[src/pkg/mcl_pkg.sv]
package mcl_pkg;
	// register map (word byte addresses)
	localparam logic [3:0]  MISC_LO_OFS     = 4'h0;
	localparam logic [3:0]  MISC_HI_OFS     = 4'h4;
	localparam logic [3:0]  CTRL_OFS        = 4'h8;
	localparam logic [3:0]  CLEAR_OFS       = 4'hc;
	localparam int          ADDR_W          = 4;
	// misc log field layout
	localparam int          ADDR_INFO_LSB   = 0;
	localparam int          ADDR_INFO_W     = 9;
	localparam int          ENTRY_LSB       = 9;
	localparam int          ENTRY_W         = 5;
	localparam int          MASK1_LSB       = 14;
	localparam int          MASK2_LSB       = 30;
	localparam int          MASK_W          = 16;
	localparam int          RANK1_LSB       = 46;
	localparam int          RANK2_LSB       = 51;
	localparam int          RANK_W          = 5;
	localparam int          VALID1_BIT      = 62;
	localparam int          VALID2_BIT      = 63;
	// control register bits
	localparam int          CTRL_ENH_BIT    = 1;
	localparam int          CTRL_CTL_SEL    = 0;
	// controller to bank numbering
	localparam logic [4:0]  CTL0_FIRST_BANK = 5'h09;
	localparam logic [4:0]  CTL1_FIRST_BANK = 5'h0d;
	localparam logic [1:0]  BANKS_PER_CTL   = 2'h3;
	localparam logic [63:0] MISC_RESET      = 64'h0;
	// error event kinds
	typedef enum logic [1:0] {
		MCL_EV_NONE,
		MCL_EV_WR_DATA_PAR,
		MCL_EV_WR_BE_PAR,
		MCL_EV_CORR_READ
	} mcl_event_t;
endpackage : mcl_pkg

[src/hdl/mcl_misc_log.sv]
// Chosen here: the register offsets and the Avalon-MM slave port.
`timescale 1ns/1ps
// Function
// - write data or byte-enable parity error logs buffer entry id in bits 13:9
// - enhanced mode: second correctable read error logs second device id in bits 13:9
// - enhanced mode stores first device error bit mask in bits 29:14
// - enhanced mode stores second device error bit mask in bits 45:30
// - enhanced mode stores first device failing rank in bits 50:46
// - enhanced mode stores second device failing rank in bits 55:51
// - enhanced mode sets bit 62 on first correctable read capture
// - enhanced mode sets bit 63 on second correctable error capture
// - control register bit 1 enables the enhanced logging
// - controller 0 logs bank 9 only, controller 1 bank 13 only (bank index 0 of each)
module mcl_misc_log
	import mcl_pkg::*;
(
	// clock and reset
	input  wire logic                         clk,
	input  wire logic                         resetn,
	// avalon-mm slave
	input  wire logic [mcl_pkg::ADDR_W-1:0]   avs_address,
	input  wire logic                         avs_read,
	input  wire logic                         avs_write,
	input  wire logic [31:0]                  avs_writedata,
	input  wire logic [3:0]                   avs_byteenable,
	output logic [31:0]                       avs_readdata,
	output logic                              avs_waitrequest,
	output logic [1:0]                        avs_response,
	// error event from the memory controller
	input  wire logic                         ev_ctl,
	input  wire logic [1:0]                   ev_bank,
	input  wire mcl_pkg::mcl_event_t          ev_kind,
	input  wire logic [4:0]                   ev_entry,
	input  wire logic [4:0]                   ev_device,
	input  wire logic [15:0]                  ev_mask,
	input  wire logic [4:0]                   ev_rank,
	input  wire logic [8:0]                   ev_addr_info,
	// bank selected for this log
	output logic [4:0]                        log_bank
);
	import mcl_pkg::*;

	// banks count upward from the controller's first bank; the sum never leaves five bits
	function automatic logic [4:0] bank_of(input logic ctl, input logic [1:0] idx);
		bank_of = (ctl ? CTL1_FIRST_BANK : CTL0_FIRST_BANK) + {3'h0, idx};
	endfunction : bank_of

	logic [1:0]  ctrl_q;
	logic [63:0] log_q;
	logic        ack_q;
	logic        clear;
	logic        hit;
	logic        ev_match;
	mcl_event_t  ev_gated;
	logic        req_first;
	logic        req_take;

	// one wait cycle per access: the first cycle registers read data and response,
	// the second lets the master take them, so no combinational path runs from log to readdata
	assign req_first       = (avs_read | avs_write) & ~ack_q;
	assign req_take        = (avs_read | avs_write) & ack_q;
	assign avs_waitrequest = req_first;
	assign hit   = (avs_address == MISC_LO_OFS) || (avs_address == MISC_HI_OFS) ||
	               (avs_address == CTRL_OFS) || (avs_address == CLEAR_OFS);
	assign clear = avs_write & ack_q & (avs_address == CLEAR_OFS) & avs_writedata[0];

	// only events aimed at the bank this log serves are captured
	assign ev_match = (bank_of(ev_ctl, ev_bank) == log_bank);
	assign ev_gated = ev_match ? ev_kind : MCL_EV_NONE;

	always_ff @(posedge clk) begin
		if (!resetn) begin
			ack_q <= 1'b0;
		end else begin
			ack_q <= req_first;
		end
	end

	always_ff @(posedge clk) begin
		if (!resetn) begin
			ctrl_q <= 2'h0;
		end else if (req_take && avs_write && avs_address == CTRL_OFS && avs_byteenable[0]) begin
			ctrl_q <= avs_writedata[1:0];
		end
	end

	// this log always serves bank index 0 of the selected controller
	assign log_bank = bank_of(ctrl_q[CTRL_CTL_SEL], 2'h0);

	// response is registered with the data so both stand at the taking edge
	always_ff @(posedge clk) begin
		if (!resetn) begin
			avs_response <= 2'h0;
		end else if (req_first) begin
			avs_response <= hit ? 2'h0 : 2'h2;
		end
	end

	always_ff @(posedge clk) begin
		if (!resetn) begin
			avs_readdata <= 32'h0;
		end else if (req_first) begin
			case (avs_address)
				MISC_LO_OFS: avs_readdata <= log_q[31:0];
				MISC_HI_OFS: avs_readdata <= log_q[63:32];
				CTRL_OFS:    avs_readdata <= {30'h0, ctrl_q};
				default:     avs_readdata <= 32'h0;
			endcase
		end
	end

	mcl_capture u_capture (
		.clk          (clk),
		.resetn       (resetn),
		.enhanced_en  (ctrl_q[CTRL_ENH_BIT]),
		.clear        (clear),
		.ev_kind      (ev_gated),
		.ev_entry     (ev_entry),
		.ev_device    (ev_device),
		.ev_mask      (ev_mask),
		.ev_rank      (ev_rank),
		.ev_addr_info (ev_addr_info),
		.log_q        (log_q)
	);

	// bus timing and read path
	AST_WAIT_ONE: assert property (@(posedge clk) disable iff (!resetn)
		($rose(avs_read) && !ack_q) |-> avs_waitrequest ##1 !avs_waitrequest)
		else $error("read not answered after one wait cycle");

	AST_WAIT_ONE_WR: assert property (@(posedge clk) disable iff (!resetn)
		($rose(avs_write) && !ack_q) |-> avs_waitrequest ##1 !avs_waitrequest)
		else $error("write not answered after one wait cycle");

	AST_NO_WAIT_IDLE: assert property (@(posedge clk) disable iff (!resetn)
		!(avs_read || avs_write) |-> !avs_waitrequest)
		else $error("waitrequest high with no request");

	AST_RD_LO: assert property (@(posedge clk) disable iff (!resetn)
		(req_first && avs_address == MISC_LO_OFS) |=> avs_readdata == $past(log_q[31:0]))
		else $error("low log word not returned");

	AST_RD_HI: assert property (@(posedge clk) disable iff (!resetn)
		(req_first && avs_address == MISC_HI_OFS) |=> avs_readdata == $past(log_q[63:32]))
		else $error("high log word not returned");

	AST_RD_CTRL: assert property (@(posedge clk) disable iff (!resetn)
		(req_first && avs_address == CTRL_OFS) |=> avs_readdata == {30'h0, $past(ctrl_q)})
		else $error("control word not returned");

	AST_RDATA_HOLD: assert property (@(posedge clk) disable iff (!resetn)
		!req_first |=> $stable(avs_readdata))
		else $error("read data moved between accesses");

	AST_UNMAPPED: assert property (@(posedge clk) disable iff (!resetn)
		(req_first && !hit) |=> avs_response == 2'h2 && avs_readdata == 32'h0)
		else $error("unmapped access not refused");

	AST_MAPPED_OKAY: assert property (@(posedge clk) disable iff (!resetn)
		(req_first && hit) |=> avs_response == 2'h0)
		else $error("mapped access not okay");

	// control register
	AST_CTRL_WRITE: assert property (@(posedge clk) disable iff (!resetn)
		(req_take && avs_write && avs_address == CTRL_OFS && avs_byteenable[0])
		|=> ctrl_q == $past(avs_writedata[1:0]))
		else $error("control write lost");

	AST_CTRL_HOLD: assert property (@(posedge clk) disable iff (!resetn)
		!(req_take && avs_write && avs_address == CTRL_OFS && avs_byteenable[0]) |=> $stable(ctrl_q))
		else $error("control changed without a write");

	AST_ENH_FROM_CTRL: assert property (@(posedge clk) disable iff (!resetn)
		(!ctrl_q[1] && !clear) |=> ($past(log_q[62]) == log_q[62]) || $past(clear))
		else $error("valid flag set while enhanced logging off");

	// log capture
	AST_PARITY_ENTRY: assert property (@(posedge clk) disable iff (!resetn)
		(ev_match && (ev_kind == MCL_EV_WR_DATA_PAR || ev_kind == MCL_EV_WR_BE_PAR))
		|=> log_q[13:9] == $past(ev_entry))
		else $error("buffer entry id not logged");

	AST_PARITY_ADDR: assert property (@(posedge clk) disable iff (!resetn)
		(ev_match && (ev_kind == MCL_EV_WR_DATA_PAR || ev_kind == MCL_EV_WR_BE_PAR))
		|=> log_q[8:0] == $past(ev_addr_info))
		else $error("address info not logged");

	AST_FIRST_CAPTURE: assert property (@(posedge clk) disable iff (!resetn)
		(ev_match && ctrl_q[1] && ev_kind == MCL_EV_CORR_READ && !log_q[62] && !clear)
		|=> log_q[62] && log_q[29:14] == $past(ev_mask) && log_q[50:46] == $past(ev_rank))
		else $error("first device not captured");

	AST_SECOND_CAPTURE: assert property (@(posedge clk) disable iff (!resetn)
		(ev_match && ctrl_q[1] && ev_kind == MCL_EV_CORR_READ && log_q[62] && !log_q[63] && !clear)
		|=> log_q[63] && log_q[45:30] == $past(ev_mask) && log_q[55:51] == $past(ev_rank)
		&& log_q[13:9] == $past(ev_device))
		else $error("second device not captured");

	AST_THIRD_IGNORED: assert property (@(posedge clk) disable iff (!resetn)
		(!clear && ev_gated == MCL_EV_CORR_READ && log_q[VALID1_BIT] && log_q[VALID2_BIT]) |=> $stable(log_q))
		else $error("third correctable read changed the log");

	AST_NO_EVENT_HOLD: assert property (@(posedge clk) disable iff (!resetn)
		(!clear && ev_gated == MCL_EV_NONE) |=> $stable(log_q))
		else $error("log changed without an event for this bank");

	AST_CLEAR_ZEROES: assert property (@(posedge clk) disable iff (!resetn)
		(clear && ev_gated == MCL_EV_NONE) |=> log_q == MISC_RESET)
		else $error("clear did not zero the log");

	AST_RSVD_ZERO: assert property (@(posedge clk) disable iff (!resetn)
		log_q[61:56] == 6'h00)
		else $error("reserved bits nonzero");

	AST_BANK_RANGE: assert property (@(posedge clk) disable iff (!resetn)
		ctrl_q[0] ? (log_bank >= 5'h0d && log_bank <= 5'h10) : (log_bank >= 5'h09 && log_bank <= 5'h0c))
		else $error("bank out of controller range");

	COV_FIRST: cover property (@(posedge clk) disable iff (!resetn) $rose(log_q[62]));
	COV_SECOND: cover property (@(posedge clk) disable iff (!resetn) $rose(log_q[63]));
	COV_PARITY: cover property (@(posedge clk) disable iff (!resetn) ev_match && ev_kind == MCL_EV_WR_BE_PAR);
	COV_CLEAR: cover property (@(posedge clk) disable iff (!resetn) clear && log_q[62]);
	COV_UNMAPPED: cover property (@(posedge clk) disable iff (!resetn) req_first && !hit);
endmodule : mcl_misc_log

[src/hdl/mcl_capture.sv]
`timescale 1ns/1ps
module mcl_capture
	import mcl_pkg::*;
(
	// clock and reset
	input  wire logic                   clk,
	input  wire logic                   resetn,
	// control
	input  wire logic                   enhanced_en,
	input  wire logic                   clear,
	// error event from controller
	input  wire mcl_pkg::mcl_event_t    ev_kind,
	input  wire logic [4:0]             ev_entry,
	input  wire logic [4:0]             ev_device,
	input  wire logic [15:0]            ev_mask,
	input  wire logic [4:0]             ev_rank,
	input  wire logic [8:0]             ev_addr_info,
	// captured log
	output logic [63:0]                 log_q
);
	import mcl_pkg::*;

	logic [63:0] log_d;

	always_comb begin
		log_d = log_q;
		if (clear) begin
			log_d = MISC_RESET;
		end
		// a new event lands after the clear, so set beats clear
		case (ev_kind)
			MCL_EV_WR_DATA_PAR, MCL_EV_WR_BE_PAR: begin
				log_d[ENTRY_LSB +: ENTRY_W] = ev_entry;
				log_d[ADDR_INFO_LSB +: ADDR_INFO_W] = ev_addr_info;
			end
			MCL_EV_CORR_READ: begin
				if (enhanced_en) begin
					if (!log_d[VALID1_BIT]) begin
						log_d[MASK1_LSB +: MASK_W] = ev_mask;
						log_d[RANK1_LSB +: RANK_W] = ev_rank;
						log_d[VALID1_BIT] = 1'b1;
					end else if (!log_d[VALID2_BIT]) begin
						// second device only after first is held
						log_d[ENTRY_LSB +: ENTRY_W] = ev_device;
						log_d[MASK2_LSB +: MASK_W] = ev_mask;
						log_d[RANK2_LSB +: RANK_W] = ev_rank;
						log_d[VALID2_BIT] = 1'b1;
					end
				end
				// disabled: enhanced fields stay untouched
			end
			default: begin
			end
		endcase
		log_d[61:56] = 6'h00;
	end

	always_ff @(posedge clk) begin
		if (!resetn) begin
			log_q <= MISC_RESET;
		end else begin
			log_q <= log_d;
		end
	end

	AST_V2_NEEDS_V1: assert property (@(posedge clk) disable iff (!resetn)
		log_q[VALID2_BIT] |-> log_q[VALID1_BIT])
		else $error("second valid without first valid");
	AST_NO_ENH_WHEN_OFF: assert property (@(posedge clk) disable iff (!resetn)
		(!enhanced_en && !clear && ev_kind == MCL_EV_CORR_READ) |=> $stable(log_q[63:14]))
		else $error("enhanced fields written while disabled");
endmodule : mcl_capture

[config.mk]
export PLATFORM = sky130hd
export DESIGN_NAME = mcl_misc_log
export DESIGN_NICKNAME = d
export VERILOG_FILES = /design/src/pkg/mcl_pkg.sv /design/src/hdl/mcl_misc_log.sv /design/src/hdl/mcl_capture.sv
export SDC_FILE = /design/constraint.sdc
export NUM_CORES = 1
export LEC_CHECK = 0
export ABC_AREA = 1
export ABC_CLOCK_PERIOD_IN_PS = 1900
export BUFFER_PORTS_ARGS = -buffer_cell sky130_fd_sc_hd__buf_4
export CAP_MARGIN = 20
export CELL_PAD_IN_SITES_DETAIL_PLACEMENT = 1
export CELL_PAD_IN_SITES_GLOBAL_PLACEMENT = 1
export CORE_MARGIN = 5
export CORE_UTILIZATION = 33
export CTS_CLUSTER_DIAMETER = 30
export DETAILED_ROUTE_END_ITERATION = 16
export HOLD_SLACK_MARGIN = 0.02
export PLACE_DENSITY = 0.79
export SKIP_LAST_GASP = 1
export SYNTH_ARGS = -nofsm -noshare
export SYNTH_HDL_FRONTEND = slang
export SYNTH_HIERARCHICAL = 1
export SYNTH_SLANG_ARGS = --single-unit
[constraint.sdc]
create_clock -name clk -period 1.9 [get_ports clk]
set_input_delay 0.095 -clock clk [delete_from_list [all_inputs] [get_ports clk]]
set_output_delay 0.095 -clock clk [all_outputs]
set_load 0.02 [all_outputs]
==> metrics.txt <==
Slew Limit Headroom a little over three fifths; number of global-route vias before repair approximately 4600; Die H 124 µm; Detail Route Antenna Nets 0; final hold viol count 0; Peak VDD IR 0.399 mV; Unique masters post-synth 26; Pwr Density between 700 and 800 nW/µm²; die area about 15000 µm²; CP Class flop to flop; Setup Buffers After CTS 0; CP max stage delay between 0.3 and 0.4 ns; GPL Wtd Cong between 0.8 and 0.9; initial core utilization around a third; crit path time final approximately 1.8 ns; Fin Setup TNS 0 ns; final instance area 5590 µm²; via count roughly 4200; Port-buffer cells 90; outcome finished clean; Async SR Flop Fraction 0%; Least-Margin Pin Slew 0.555 ns; critical path capture point type flop; Slew Viols, Final 0; Main synth FF type dfxtp_1; EDFF count, synth 0; CTS sink count between 90 and 100; DP Area slightly above 5000 µm²; first-pass GRT wire length roughly 22 mm; chip width about 120 µm; Tcrit/Tclk final 93.7%; clock buffer depth 2; Commonest cells post-synth nand2_1 (141), a21oi_1 (98), dfxtp_1 (94); vias per cell just under 5; Reg clk slew, reported paths 0.06 ns; drt drc 0; Synthesis Warnings 6; cell area after synthesis around 4300 µm²; WP buf/inv 2; Arrival @ worst endpoint slightly above 2 ns; initial antenna violation count 0; post-detail-place hpwl just under 10 mm; wire per inst roughly 16 µm; DR iter-0 viols 230; count leader, synth nand2_1; Critical Path RT between 2 and 2.5 ns; Worst path slowest cell dfxtp_1; synth top area cells dfxtp_1 (44%), nand2_1 (12%), a21oi_1 (11%); Root Driver clkbuf_16; GRT Resource Usage Total between 15 and 20%; fmax 562 MHz; synthesized area per cell roughly 7.2 µm²; CTS tree yes; CTS Buf Count 9; final worst slack approximately 0.12 ns; sequential share of the synthesized area between 40% and 50%; Core ar. between 10000 and 15000 µm²; Antenna Cells 0; final wirelength ~14 mm; Startpoint Class flop; worst skew pair latency 0.34 ns; Top Ports around 130; leak pwr 2.32 nW; Area growth syn-to-layout 29.5%; top-area cell type share of the netlist area 43.6%; hold crit path type input port to flop; max-capacitance violation count 0; CP cell instances xnor2_1 -> nand2_1 -> nor2_2 -> inv_1 -> ha_4 -> nor2_2 -> clkdlybuf4s15_2 -> nand2_1 -> a21oi_1; Final nets approximately 790; H-tree levels 3; gr ovfl total 0; layout cells sized above 1 a little over a fifth; pin count of the biggest net entering global routing 49; Cells after Synth 602; worst clock skew about 0.0059 ns; final setup fails 0; drt first pass iters 4; kind of cell adding the most delay to the critical path simple AND/OR/NAND/NOR gates; row count 41; Max FO, Critical Path 4; leading area contributor after synthesis dfxtp_1; setup slack at placement -0.247 ns; #FFs+latches synth 94
[registers in the layout, indices dropped and copies added (netlist names)]
| register | count |
|---|---|
| ctrl_q | 2 |
| avs_response | 1 |
| u_capture/log_q | 58 |
| avs_readdata | 32 |
| ack_q | 1 |
[area by class of cell]
class                      count  area, µm²
sequential                    94       1880
clock buffer                  12        256
tap                          172        215
inverter                      21       85.1
timing repair buffer         128       1050
clock inverter                 3       20.0
multi-input combinational    439       2080
fill                        1634       7130
[layer usage]
metal	vias to the layer above	global-route usage [%]	routed length, µm	part of all wire [%]
met5	-	0	0	0
met4	0	5.93	243	1.8
met3	17	3.99	514	3.8
met2	84	30.2	6710	50
met1	1999	21.3	6050	45
li1	2148	-	-	-
[timing repair]
| action | CTS | global route |
|---|---|---|
| resized for setup | 2 | 7 |
| hold endpoints to repair | 17 | 0 |
| cloned | 0 | 1 |
| endpoints found under the setup margin | 3 | 21 |
| pin swaps | 0 | 3 |
| hold buffers | 16 | 0 |
[final timing paths]
kind,start,endpoint,slack (ns),cells past startpoint
worst max-delay path,ctrl_q[0],u_capture/log_q[0],0.12,9
worst min-delay path,ev_rank[0],u_capture/log_q[51],0.03,3
worst max register to register,ctrl_q[0],u_capture/log_q[0],0.12,9
worst min register to register,avs_readdata[20],avs_readdata[20],0.47,2
[worst register-to-register path: stages (launching register included)]
cell             delay, ns
dfxtp_1               0.33
xnor2_1               0.17
nand2_1               0.11
nor2_2                0.20
inv_1                 0.10
ha_4                  0.26
nor2_2                0.12
clkdlybuf4s15_2       0.25
nand2_1               0.06
a21oi_1               0.12
[layout by cell type, fill, tap and decap left out]
cell,count
nand2_1,141
buf_4,107
a21oi_1,98
dfxtp_1,94
nand3_1,82
nor2_1,45
o21ai_1,40
dlygate4sd3_1,16
inv_1,14
conb_1,11
clkbuf_16,9
nor2_4,5
nor2_2,5
buf_12,4
inv_2,3
o21ai_0,3
clkinv_2,2
clkbuf_8,2
clkinvlp_4,2
inv_4,2
ha_4,2
xnor2_1,1
nor3_1,1
nor4_2,1
clkinv_1,1
ha_1,1
clkbuf_1,1
clkdlybuf4s15_2,1
nor2_8,1
nand3_4,1
nand2_2,1
[per-stage QoR]
step                      std cells  util (%)  hold slack [ns]  total power, W
after floorplan                 610         -            0.233         0.00227
after global placement          837      40.1            0.356         0.00243
after detailed placement        837      40.1            0.360         0.00244
after CTS                       868      43.6           0.0208         0.00417
after global routing            869      43.9           0.0206         0.00430
final                           869      43.9           0.0255         0.00413
[cells by family (layout without fill, tap and decap cells)]
family / Yosys count / in the layout / share of synthesized area [%]
compound gates: 141 / 141 / 16.3
xor+xnor: 1 / 1 / 0.203
fa+ha+maj: 3 / 3 / 0.870
buf+inv: 77 / 164 / 10.0
flops: 94 / 94 / 43.6
other cells: 3 / 11 / 0.261
simple gates: 283 / 283 / 28.7
[where the power goes]
group          internal, W  total [W]  leakage, nW  switching [W]
clock             0.000949    0.00169        0.131       0.000743
combinational     0.000180   0.000435         1.43       0.000255
sequential         0.00199    0.00200        0.759      0.0000119
total              0.00312    0.00413         2.32        0.00101
(Power assumes the default switching activity.)
